--- config.mk ---
export PLATFORM = sky130hd
export DESIGN_NAME = fault_flag_irq_and_reset_ctl
export DESIGN_NICKNAME = d
export VERILOG_FILES = /design/src/fault_ctl_pkg.sv /design/src/pin_sync.sv /design/src/sticky_flag_bank.sv /design/src/fault_flag_irq_and_reset_ctl.sv
export SDC_FILE = /design/constraint.sdc
export NUM_CORES = 1
export LEC_CHECK = 0
export ABC_CLOCK_PERIOD_IN_PS = 5000
export BUFFER_PORTS_ARGS = -buffer_cell sky130_fd_sc_hd__buf_2
export CORE_MARGIN = 2
export CORE_UTILIZATION = 45
export CTS_CLUSTER_DIAMETER = 200
export CTS_CLUSTER_SIZE = 24
export DETAILED_ROUTE_END_ITERATION = 16
export PLACE_DENSITY_LB_ADDON = 0.25
export RECOVER_POWER = 100
export SYNTH_ARGS = -nofsm -noshare
export SYNTH_HDL_FRONTEND = slang
export SYNTH_SLANG_ARGS = --single-unit
--- constraint.sdc ---
create_clock -name core_clk -period 5 [get_ports core_clk]
set_input_delay 0.5 -clock core_clk [delete_from_list [all_inputs] [get_ports core_clk]]
set_output_delay 0.5 -clock core_clk [all_outputs]
set_load 0.005 [all_outputs]
--- src/fault_ctl_pkg.sv ---
// constants for fault flag, interrupt and reset control
`default_nettype none

package fault_ctl_pkg;

  // ------------------------------------------------------------
  // widths
  // ------------------------------------------------------------
  localparam int ADDR_W   = 16;
  localparam int DATA_W   = 8;
  localparam int STEP_M_W = 4;

  // ------------------------------------------------------------
  // register offsets
  // ------------------------------------------------------------
  localparam logic [15:0] OFF_DEVICE_LIVE      = 16'h000C;
  localparam logic [15:0] OFF_INPUT_LIVE       = 16'h000D;
  localparam logic [15:0] OFF_LOOP_LIVE        = 16'h000E;
  localparam logic [15:0] OFF_CALIB_LIVE       = 16'h000F;
  localparam logic [15:0] OFF_DEVICE_FLAGS     = 16'h0011;
  localparam logic [15:0] OFF_INPUT_FLAGS      = 16'h0012;
  localparam logic [15:0] OFF_LOOP_FLAGS       = 16'h0013;
  localparam logic [15:0] OFF_CALIB_FLAGS      = 16'h0014;
  localparam logic [15:0] OFF_DEVICE_MASKS     = 16'h0017;
  localparam logic [15:0] OFF_INPUT_MASKS      = 16'h0018;
  localparam logic [15:0] OFF_LOOP_MASKS       = 16'h0019;
  localparam logic [15:0] OFF_CALIB_MASKS      = 16'h001A;
  localparam logic [15:0] OFF_RESTART_STROBES  = 16'h001C;
  localparam logic [15:0] OFF_STEP_STROBES     = 16'h001D;
  localparam logic [15:0] OFF_POWER_CTL        = 16'h001E;
  localparam logic [15:0] OFF_BW_APPLY_A       = 16'h0414;
  localparam logic [15:0] OFF_BW_APPLY_B       = 16'h0514;

  // ------------------------------------------------------------
  // implemented bits of each register
  // ------------------------------------------------------------
  localparam logic [7:0] VALID_DEVICE = 8'h2F;
  localparam logic [7:0] VALID_INPUT  = 8'hFF;
  localparam logic [7:0] VALID_LOOP   = 8'h33;
  localparam logic [7:0] VALID_CALIB  = 8'h30;

  // ------------------------------------------------------------
  // field positions
  // ------------------------------------------------------------
  localparam int BIT_DEV_RESTART  = 0;
  localparam int BIT_LOOPA_RESTART = 1;
  localparam int BIT_LOOPB_RESTART = 2;
  localparam int BIT_STEP_UP      = 0;
  localparam int BIT_STEP_DOWN    = 1;
  localparam int BIT_POWER_DOWN   = 0;
  localparam int BIT_FULL_RESET   = 1;
  localparam int BIT_REALIGN      = 2;
  localparam int BIT_BW_APPLY     = 0;

  // ------------------------------------------------------------
  // values after reset
  // ------------------------------------------------------------
  localparam logic [7:0] RST_FLAGS      = 8'h00;
  localparam logic [7:0] RST_MASKS      = 8'h00;
  localparam logic       RST_POWER_DOWN = 1'b0;
  localparam logic       RST_PIN_IDLE   = 1'b1;

endpackage : fault_ctl_pkg

`default_nettype wire

--- src/pin_sync.sv ---
// two flip-flop synchroniser for one pin
`timescale 1ns/1ps
`default_nettype none

module pin_sync
#(
  parameter logic RESET_VAL = 1'b1
)
(
  // clock and reset
  input  wire logic core_clk,
  input  wire logic rst_n,
  // pin and synchronised level
  input  wire logic pin_in,
  output var  logic pin_sync_out
);

  logic stage1_reg;

  always_ff @(posedge core_clk)
  begin
    if (!rst_n)
    begin
      stage1_reg   <= RESET_VAL;
      pin_sync_out <= RESET_VAL;
    end
    else
    begin
      stage1_reg   <= pin_in;
      pin_sync_out <= stage1_reg;
    end
  end

endmodule : pin_sync

`default_nettype wire

--- src/sticky_flag_bank.sv ---
// one register of sticky fault flags with guarded clear
`timescale 1ns/1ps
`default_nettype none

module sticky_flag_bank
#(
  parameter logic [7:0] VALID_MASK = 8'hFF
)
(
  // clock and reset
  input  wire logic       core_clk,
  input  wire logic       rst_n,
  // live conditions
  input  wire logic [7:0] live,
  // register write
  input  wire logic       wr_sel,
  input  wire logic [7:0] wr_data,
  // flags
  output var  logic [7:0] flags_reg
);
  import fault_ctl_pkg::*;

  logic [7:0] clear_bits;
  logic [7:0] flags_next;

  always_comb
  begin
    // a zero written clears only where the live condition is gone
    clear_bits = wr_sel ? (~wr_data & ~live) : 8'h00;
    // live set wins over any clear
    flags_next = ((flags_reg & ~clear_bits) | live) & VALID_MASK;
  end

  always_ff @(posedge core_clk)
  begin
    if (!rst_n)
      flags_reg <= RST_FLAGS;
    else
      flags_reg <= flags_next;
  end

endmodule : sticky_flag_bank

`default_nettype wire

--- src/fault_flag_irq_and_reset_ctl.sv ---
// fault flags, interrupt masking and reset strobes of the synthesizer
//
// What this block does
// - sticky signal-absent flags, bits 3:0, set by live input loss.
// - sticky out-of-range flags, bits 7:4, set by live frequency fault.
// - a sticky flag clears only by software writing zero to it.
// - clear is refused while the matching live status bit is one.
// - sticky unlock flag per loop in bits 1:0.
// - sticky holdover flag per loop in bits 5:4.
// - sticky calibration flag per loop in bits 5:4 of own register.
// - device mask bits 0,1,2,3,5 block device flags from interrupt.
// - input mask bits 3:0 and 7:4 block input flags.
// - loop mask bits 1:0 and 5:4 block unlock and holdover flags.
// - calibration mask bits 5:4 block calibration flags.
// - writing one to bit 0 restarts whole device without reload.
// - bits 1 and 2 restart loop A or loop B only.
// - whole restart also applies pending bandwidth and divider values.
// - loop restarts never apply pending bandwidth values.
// - rising written step-up bit steps loop A up if unmasked.
// - rising written step-down bit steps loop A down if unmasked.
// - power-down bit one enters low power; zero is normal.
// - registers stay fully usable while powered down.
// - writing one to bit 1 requests hard reset with reload.
// - writing realign bit resets dividers like the realign pin.
// - live input status shows loss 3:0 and out-of-range 7:4.
// - device sticky flags bits 0,1,2,3,5 latch device live status.
`timescale 1ns/1ps
`default_nettype none

module fault_flag_irq_and_reset_ctl
(
  // clock and reset
  input  wire logic                                core_clk,
  input  wire logic                                rst_n,
  // register access from the serial port
  input  wire logic                                reg_wr_en,
  input  wire logic                                reg_rd_en,
  input  wire logic [fault_ctl_pkg::ADDR_W-1:0]    reg_addr,
  input  wire logic [fault_ctl_pkg::DATA_W-1:0]    reg_wr_data,
  output var  logic [fault_ctl_pkg::DATA_W-1:0]    reg_rd_data,
  output var  logic                                reg_rd_valid,
  // live device conditions
  input  wire logic                                calibrating,
  input  wire logic                                ref_absent,
  input  wire logic                                ref_signal_lost,
  input  wire logic                                ref_error,
  input  wire logic                                bus_timeout,
  // live input and loop conditions
  input  wire logic [3:0]                          signal_absent,
  input  wire logic [3:0]                          freq_out_of_range,
  input  wire logic [1:0]                          loop_unlocked,
  input  wire logic [1:0]                          loop_holdover,
  input  wire logic [1:0]                          loop_calib_busy,
  input  wire logic [fault_ctl_pkg::STEP_M_W-1:0]  step_mask_bits,
  // pins
  input  wire logic                                divider_realign_pin_n,
  output var  logic                                interrupt_out_n,
  // control outputs
  output var  logic                                device_restart_pulse,
  output var  logic [1:0]                          loop_restart_pulse,
  output var  logic [1:0]                          bw_apply_pulse,
  output var  logic                                divider_update_pulse,
  output var  logic                                freq_step_up_pulse,
  output var  logic                                freq_step_down_pulse,
  output var  logic                                power_down_ctl,
  output var  logic                                full_reset_pulse,
  output var  logic                                divider_realign_out
);
  import fault_ctl_pkg::*;

  // ------------------------------------------------------------
  // decode
  // ------------------------------------------------------------
  function automatic logic hit(input logic [ADDR_W-1:0] a,
                               input logic [15:0] off);
    hit = (a == off);
  endfunction : hit

  logic [7:0] device_live, input_live, loop_live, calib_live;
  logic [7:0] device_flags, input_flags, loop_flags, calib_flags;
  logic [7:0] device_mask_reg, input_mask_reg, loop_mask_reg;
  logic [7:0] calib_mask_reg;
  logic [1:0] step_last_reg;
  logic       realign_sync, wr_restart, wr_step, wr_power;
  logic       step_enabled, irq_pending;

  // ------------------------------------------------------------
  // live status mapping
  // ------------------------------------------------------------
  always_comb
  begin
    device_live = {2'b00, bus_timeout, 1'b0, ref_error, ref_signal_lost,
                   ref_absent, calibrating} & VALID_DEVICE;
    input_live  = {freq_out_of_range, signal_absent};
    loop_live   = {2'b00, loop_holdover, 2'b00, loop_unlocked};
    calib_live  = {2'b00, loop_calib_busy, 4'h0};
  end

  // ------------------------------------------------------------
  // sticky flag registers
  // ------------------------------------------------------------
  sticky_flag_bank #(.VALID_MASK(VALID_DEVICE)) u_device_flags
  (
    .core_clk (core_clk), .rst_n (rst_n), .wr_data (reg_wr_data),
    .wr_sel   (reg_wr_en && hit(reg_addr, OFF_DEVICE_FLAGS)),
    .live     (device_live), .flags_reg (device_flags)
  );

  sticky_flag_bank #(.VALID_MASK(VALID_INPUT)) u_input_flags
  (
    .core_clk (core_clk), .rst_n (rst_n), .wr_data (reg_wr_data),
    .wr_sel   (reg_wr_en && hit(reg_addr, OFF_INPUT_FLAGS)),
    .live     (input_live), .flags_reg (input_flags)
  );

  sticky_flag_bank #(.VALID_MASK(VALID_LOOP)) u_loop_flags
  (
    .core_clk (core_clk), .rst_n (rst_n), .wr_data (reg_wr_data),
    .wr_sel   (reg_wr_en && hit(reg_addr, OFF_LOOP_FLAGS)),
    .live     (loop_live), .flags_reg (loop_flags)
  );

  sticky_flag_bank #(.VALID_MASK(VALID_CALIB)) u_calib_flags
  (
    .core_clk (core_clk), .rst_n (rst_n), .wr_data (reg_wr_data),
    .wr_sel   (reg_wr_en && hit(reg_addr, OFF_CALIB_FLAGS)),
    .live     (calib_live), .flags_reg (calib_flags)
  );

  // ------------------------------------------------------------
  // mask registers
  // ------------------------------------------------------------
  always_ff @(posedge core_clk)
  begin
    if (!rst_n)
    begin
      device_mask_reg <= RST_MASKS;
      input_mask_reg  <= RST_MASKS;
      loop_mask_reg   <= RST_MASKS;
      calib_mask_reg  <= RST_MASKS;
    end
    else if (reg_wr_en)
    begin
      if (hit(reg_addr, OFF_DEVICE_MASKS))
        device_mask_reg <= reg_wr_data & VALID_DEVICE;
      if (hit(reg_addr, OFF_INPUT_MASKS))
        input_mask_reg <= reg_wr_data & VALID_INPUT;
      if (hit(reg_addr, OFF_LOOP_MASKS))
        loop_mask_reg <= reg_wr_data & VALID_LOOP;
      if (hit(reg_addr, OFF_CALIB_MASKS))
        calib_mask_reg <= reg_wr_data & VALID_CALIB;
    end
  end

  // ------------------------------------------------------------
  // interrupt output
  // ------------------------------------------------------------
  always_comb
  begin
    irq_pending = (|(device_flags & ~device_mask_reg))
               || (|(input_flags & ~input_mask_reg))
               || (|(loop_flags & ~loop_mask_reg))
               || (|(calib_flags & ~calib_mask_reg));
  end

  always_ff @(posedge core_clk)
  begin
    if (!rst_n)
      interrupt_out_n <= 1'b1;
    else
      interrupt_out_n <= !irq_pending;
  end

  // ------------------------------------------------------------
  // restart and bandwidth strobes
  // ------------------------------------------------------------
  always_comb
  begin
    wr_restart   = reg_wr_en && hit(reg_addr, OFF_RESTART_STROBES);
    wr_step      = reg_wr_en && hit(reg_addr, OFF_STEP_STROBES);
    wr_power     = reg_wr_en && hit(reg_addr, OFF_POWER_CTL);
    step_enabled = (step_mask_bits == '0);
  end

  always_ff @(posedge core_clk)
  begin
    if (!rst_n)
    begin
      device_restart_pulse <= 1'b0;
      loop_restart_pulse   <= 2'b00;
      bw_apply_pulse       <= 2'b00;
      divider_update_pulse <= 1'b0;
    end
    else
    begin
      device_restart_pulse <= wr_restart && reg_wr_data[BIT_DEV_RESTART];
      loop_restart_pulse   <= wr_restart ?
        {reg_wr_data[BIT_LOOPB_RESTART], reg_wr_data[BIT_LOOPA_RESTART]}
        : 2'b00;
      // loop restarts do not feed the bandwidth apply path
      bw_apply_pulse[0] <= (wr_restart && reg_wr_data[BIT_DEV_RESTART])
        || (reg_wr_en && hit(reg_addr, OFF_BW_APPLY_A)
            && reg_wr_data[BIT_BW_APPLY]);
      bw_apply_pulse[1] <= (wr_restart && reg_wr_data[BIT_DEV_RESTART])
        || (reg_wr_en && hit(reg_addr, OFF_BW_APPLY_B)
            && reg_wr_data[BIT_BW_APPLY]);
      divider_update_pulse <= wr_restart && reg_wr_data[BIT_DEV_RESTART];
    end
  end

  // ------------------------------------------------------------
  // frequency steps
  // ------------------------------------------------------------
  always_ff @(posedge core_clk)
  begin
    if (!rst_n)
    begin
      step_last_reg        <= 2'b00;
      freq_step_up_pulse   <= 1'b0;
      freq_step_down_pulse <= 1'b0;
    end
    else
    begin
      if (wr_step)
        step_last_reg <= {reg_wr_data[BIT_STEP_DOWN], reg_wr_data[BIT_STEP_UP]};
      freq_step_up_pulse <= wr_step && step_enabled
        && reg_wr_data[BIT_STEP_UP] && !step_last_reg[0];
      freq_step_down_pulse <= wr_step && step_enabled
        && reg_wr_data[BIT_STEP_DOWN] && !step_last_reg[1];
    end
  end

  // ------------------------------------------------------------
  // power down, hard reset, realign
  // ------------------------------------------------------------
  pin_sync #(.RESET_VAL(RST_PIN_IDLE)) u_realign_sync
  (
    .core_clk     (core_clk),
    .rst_n        (rst_n),
    .pin_in       (divider_realign_pin_n),
    .pin_sync_out (realign_sync)
  );

  // register file runs regardless of power-down
  always_ff @(posedge core_clk)
  begin
    if (!rst_n)
    begin
      power_down_ctl      <= RST_POWER_DOWN;
      full_reset_pulse    <= 1'b0;
      divider_realign_out <= 1'b0;
    end
    else
    begin
      if (wr_power)
        power_down_ctl <= reg_wr_data[BIT_POWER_DOWN];
      full_reset_pulse <= wr_power && reg_wr_data[BIT_FULL_RESET];
      divider_realign_out <= (wr_power && reg_wr_data[BIT_REALIGN])
        || !realign_sync;
    end
  end

  // ------------------------------------------------------------
  // read back
  // ------------------------------------------------------------
  always_ff @(posedge core_clk)
  begin
    if (!rst_n)
    begin
      reg_rd_data  <= 8'h00;
      reg_rd_valid <= 1'b0;
    end
    else
    begin
      reg_rd_valid <= reg_rd_en;
      if (reg_rd_en)
      begin
        case (reg_addr)
          OFF_DEVICE_LIVE:  reg_rd_data <= device_live;
          OFF_INPUT_LIVE:   reg_rd_data <= input_live;
          OFF_LOOP_LIVE:    reg_rd_data <= loop_live;
          OFF_CALIB_LIVE:   reg_rd_data <= calib_live;
          OFF_DEVICE_FLAGS: reg_rd_data <= device_flags;
          OFF_INPUT_FLAGS:  reg_rd_data <= input_flags;
          OFF_LOOP_FLAGS:   reg_rd_data <= loop_flags;
          OFF_CALIB_FLAGS:  reg_rd_data <= calib_flags;
          OFF_DEVICE_MASKS: reg_rd_data <= device_mask_reg;
          OFF_INPUT_MASKS:  reg_rd_data <= input_mask_reg;
          OFF_LOOP_MASKS:   reg_rd_data <= loop_mask_reg;
          OFF_CALIB_MASKS:  reg_rd_data <= calib_mask_reg;
          OFF_POWER_CTL:    reg_rd_data <= {7'h00, power_down_ctl};
          default:          reg_rd_data <= 8'h00;
        endcase
      end
    end
  end
endmodule : fault_flag_irq_and_reset_ctl

`default_nettype wire

== After elaboration in Yosys (flattened, before gate mapping) ==
Cells that the tools add are included.
Word-level totals
  register bits: 62
  output and inout port bits: 21
  word-level logic and storage cells: 112
Cells by class
  equality and inequality tests: 17
  multiplexer cells: 5
  bitwise logic cells: 29
  reduce and logical (&&, ||, !) cells: 39
Operators by type and width (number)
  16-bit by 5-bit == test with 1-bit output (second input constant): 11
  8-bit case mux with 13 select lines: 1
  16-bit by 4-bit == test with 1-bit output (second input constant): 4
  6-bit AND: 6
  6-bit inverter: 6
  16-bit by 11-bit == test with 1-bit output (second input constant): 2
  8-bit inverter: 4
  8-bit OR reduction: 4
  6-bit by 8-bit AND with 8-bit output: 3
  8-bit AND: 3
  6-bit inverter with 8-bit output: 3
  1-bit logical AND: 19
  6-bit two-way mux: 3
  6-bit OR: 3
  2-bit AND reduction: 5
  8-bit two-way mux: 1
  8-bit OR: 1
  1-bit logical OR: 6
  1-bit zero test: 4
  4-bit zero test: 1

== Logic depth before layout (Yosys ltp) ==
  word-level depth: 7
  depth in mapped cells: 7

== Modules after synthesis ==
Synthesis repeated with hierarchy kept, for this count alone.
Unflattened totals
  cells, all modules: 422
  area, all modules: 3644.7 µm²
Modules (own cells, without submodules)
  fault_flag_irq_and_reset_ctl: instances 1, cells an instance 326, area each 2758.9 µm², sequential area each 820.8 µm²
  sticky_flag_bank (u_input_flags): instances 1, cells an instance 32, area each 315.3 µm², sequential area each 160.2 µm²
  sticky_flag_bank (u_device_flags): instances 1, cells an instance 24, area each 217.7 µm², sequential area each 100.1 µm²
  sticky_flag_bank (u_loop_flags): instances 1, cells an instance 21, area each 183.9 µm², sequential area each 80.1 µm²
  sticky_flag_bank (u_calib_flags): instances 1, cells an instance 15, area each 116.4 µm², sequential area each 40.0 µm²
  pin_sync: instances 1, cells an instance 4, area each 52.6 µm², sequential area each 40.0 µm²

== Least setup slack after synthesis ==
OpenSTA, ideal clock, no wires.
  path type: input -> register
  from: input reg_addr[9] (netlist name)
  to: register u_device_flags.flags_reg[0]
  data arrival time: 1892 ps
  data required time: 4871 ps
  setup slack: 2979 ps
  cell stages on the path: 5
  buffers on the path: 0
  cell sequence: nor4_4 nand4_1 or4_4 nor2_1 a21oi_1
Between the ends
  word-level cells in the longest chain between the ends: 6
RTL lines
  start, declared: RTL line fault_flag_irq_and_reset_ctl.sv:38  | input wire logic [fault_ctl_pkg::ADDR_W-1:0] reg_addr,
  16-bit by 5-bit == test with 1-bit output: RTL line fault_flag_irq_and_reset_ctl.sv:76  | hit = (a == off);
  1-bit logical AND: RTL line fault_flag_irq_and_reset_ctl.sv:105  | .wr_sel (reg_wr_en && hit(reg_addr, OFF_DEVICE_FLAGS)),
  6-bit two-way mux: RTL line sticky_flag_bank.sv:29  | clear_bits = wr_sel ? (~wr_data & ~live) : 8'h00;
  6-bit inverter: RTL line sticky_flag_bank.sv:31  | flags_next = ((flags_reg & ~clear_bits) | live) & VALID_MASK;
  6-bit AND: RTL line sticky_flag_bank.sv:31
  6-bit OR: RTL line sticky_flag_bank.sv:31
  end signal, assigned: RTL line sticky_flag_bank.sv:39  | flags_reg <= flags_next;
  end, declared: RTL line sticky_flag_bank.sv:19  | output var logic [7:0] flags_reg
Every way passes these cells.
A chain may end at the register's enable or synchronous reset.

==> flow_summary.json <==
{
  "drive_gt1_share_pct": 21.08,
  "rows": 30,
  "cts_tree": "yes",
  "worst_pin_slew_ns": 2.246,
  "worstSetupPathType": "input port to flop",
  "r2r.worst_path.cells": 5,
  "antenna_found_initial": 0,
  "cp.depth": 4,
  "crit_path_cell_trace": "clkbuf_1 -> nand2_1 -> nor4_1 -> a21o_1",
  "max_freq_mhz": 330.4,
  "grtUsageTotal_pct": 24.91,
  "multiInputGateArea_mm2": 0.001705,
  "regArea_mm2": 0.001241,
  "nNetsFinal": 493,
  "period_share_pct": 60.54,
  "synth_area_mm2": 0.003161,
  "antennaDiodeCount": 0,
  "gp_congestion": 0.9519,
  "setup-tns-final_ns": 0,
  "root_buffer": "clkbuf_8",
  "async_reset_ff_share_pct": 0,
  "start_util_pct": 46.52,
  "placed_area_mm2": 0.003521,
  "critPathSlowestCell": "clkbuf_1",
  "dieHeight_um": 87.81,
  "vias": 3091,
  "fin_crit_ns": 3.027,
  "synth_top_area_share_pct": 39.27,
  "finalInstanceArea_mm2": 0.003662,
  "ctsHoldBuffers": 0,
  "syn-num-nets": 430,
  "htree_levels": 3,
  "io_pins": 73,
  "grt_pass1_wl_um": 14380,
  "dp_hpwl_um": 6652,
  "critical-path-max-stage-delay_ns": 1.56,
  "critPathArrivalTime_ns": 3.32,
  "yosysSeqAreaShare_pct": 39.27,
  "portBuffers": 72,
  "worst-path-buf-inv": 1,
  "clock_skew_ns": 0.005577,
  "wirelength_um": 9160,
  "synth_edf_count": 0,
  "violations": "capacitance limit, slew limit",
  "clock_path_buffers": 2,
  "drc": 0,
  "clock_latency_ns": 0.35,
  "ant_nets": 0,
  "synth_warnings": 0,
  "synth_ff_type": "dfxtp_1",
  "grt_pass1_vias": 2714,
  "synthCells": 378,
  "syn_to_final_growth_pct": 15.87,
  "p_leak_nw": 1.530,
  "cts_sinks": 62,
  "dieArea_mm2": 0.007710,
  "netlist_top_cells_area": "dfxtp_1 39%, mux2i_1 6.0%, o21ai_0 5.9%",
  "clkSlewWorstSetupHoldPaths_ns": 0.07,
  "cts_setup_buffers": 0,
  "status": "complete, but fails checks",
  "hold_viol": 0,
  "slew_headroom_pct": -49.74,
  "fill_cells": 674,
  "drv_slew": 61,
  "rsz0062_at_grt": "no",
  "core_area_mm2": 0.006794,
  "drt_iter0_drc": 305,
  "ys_ff_latch": 62,
  "synth_top_area_cell": "dfxtp_1",
  "start_kind": "input port",
  "worstPathMaxFanout": 60,
  "finalSetupViolCount": 0,
  "firstDrtPassIters": 5,
  "grt_overflow": 0,
  "hold_path_class": "input port to flop",
  "grt_max_degree": 61,
  "irDropWorstVdd_mv": 0.1942,
  "cp_top_family": "buffers and inverters",
  "worst_ep_required_time_ns": 5.30,
  "maxCapViolCount": 1,
  "syn_avg_cell_area_um2": 8.361,
  "routedWlPerCell_um": 16.90,
  "final_cell_mix": "64 x buf_2, 62 x dfxtp_1, 41 x nor2_1",
  "viasPerCell": 5.703,
  "hold_depth": 2,
  "final_common_cell": "buf_2",
  "cts_buffers": 9,
  "die_x_um": 87.81,
  "ys_types": 55,
  "crit_path_end_kind": "flop",
  "cts_resized": 0,
  "power_density_mw_per_mm2": 277.9
}
-- cells in the mapped netlist, types with 2 or more instances --
| master | n |
|---|---|
| nand2b_1 | 5 |
| o311ai_0 | 2 |
| buf_6 | 3 |
| a31oi_1 | 6 |
| inv_1 | 23 |
| nor4_4 | 2 |
| nor3_1 | 11 |
| o22ai_1 | 8 |
| a221oi_1 | 2 |
| mux2_2 | 4 |
| and3_1 | 2 |
| a22o_1 | 2 |
| a211oi_1 | 4 |
| mux2i_1 | 19 |
| nor2_4 | 2 |
| nand3_1 | 14 |
| a21oi_1 | 18 |
| nand4_1 | 6 |
| buf_4 | 3 |
| or4_4 | 2 |
| a21o_1 | 3 |
| o21ai_0 | 37 |
| o21a_1 | 2 |
| nor2b_1 | 12 |
| dfxtp_1 | 62 |
| and2_1 | 2 |
| clkbuf_1 | 12 |
| nor4_1 | 8 |
| nand2_1 | 26 |
| a22oi_1 | 12 |
| nor2_1 | 40 |
-- metal layers --
metal	global-route usage, %	vias to the layer above	routed length, µm
met2	35.95	131	3983
met1	35.76	1433	4151
met3	5.372	26	736
met5	0	-	0
met4	10.77	0	288
li1	-	1501	-
-- stage by stage --
step           std cells  hold slack (ns)  total power [mW]  setup WS (ns)  utilization (%)
2_1_floorplan        378           0.3863            0.6003          2.979                -
3_3_place_gp         526           0.3926            0.6506          2.463            51.82
3_5_place_dp         526           0.4002            0.6520          2.440            51.82
4_1_cts              542           0.3274             1.019          2.806            54.16
5_1_grt              542           0.3228             1.064          1.687            53.90
6_report             542           0.3350             1.018          1.973            53.90
-- layout make-up --
cell class | count | area share (%)
Multi-Input combinational cell | 273 | 46.57
Sequential cell | 62 | 33.89
Timing Repair Buffer | 72 | 9.566
Clock buffer | 12 | 3.690
Tap cell | 96 | 3.280
Inverter | 23 | 2.357
Clock inverter | 4 | 0.6491
-- final timing paths --
kind                                                 from                           to  slack (ns)
worst min register to register  u_realign_sync.stage1_reg  u_realign_sync.pin_sync_out        0.42
worst max-delay path                                rst_n            bw_apply_pulse[0]        1.97
worst min-delay path                divider_realign_pin_n    u_realign_sync.stage1_reg        0.34
worst max register to register          input_mask_reg[4]               reg_rd_data[4]        3.53
-- cell families (layout without fill, tap and decap cells) --
| family | after synthesis | after routing | synth area share, % |
|---|---|---|---|
| simple gates | 142 | 142 | 24.70 |
| compound gates | 106 | 106 | 21.06 |
| flops | 62 | 62 | 39.27 |
| buf+inv | 43 | 111 | 6.531 |
| mux | 24 | 24 | 8.155 |
| xor+xnor | 1 | 1 | 0.2772 |
-- report_power, final --
group | switching, mW | internal [mW] | leakage, nW
Combinational | 0.0757 | 0.0485 | 0.938
Sequential | 0.0103 | 0.509 | 0.508
Clock | 0.196 | 0.178 | 0.0841
Total | 0.282 | 0.736 | 1.53
(Power assumes the default switching activity.)
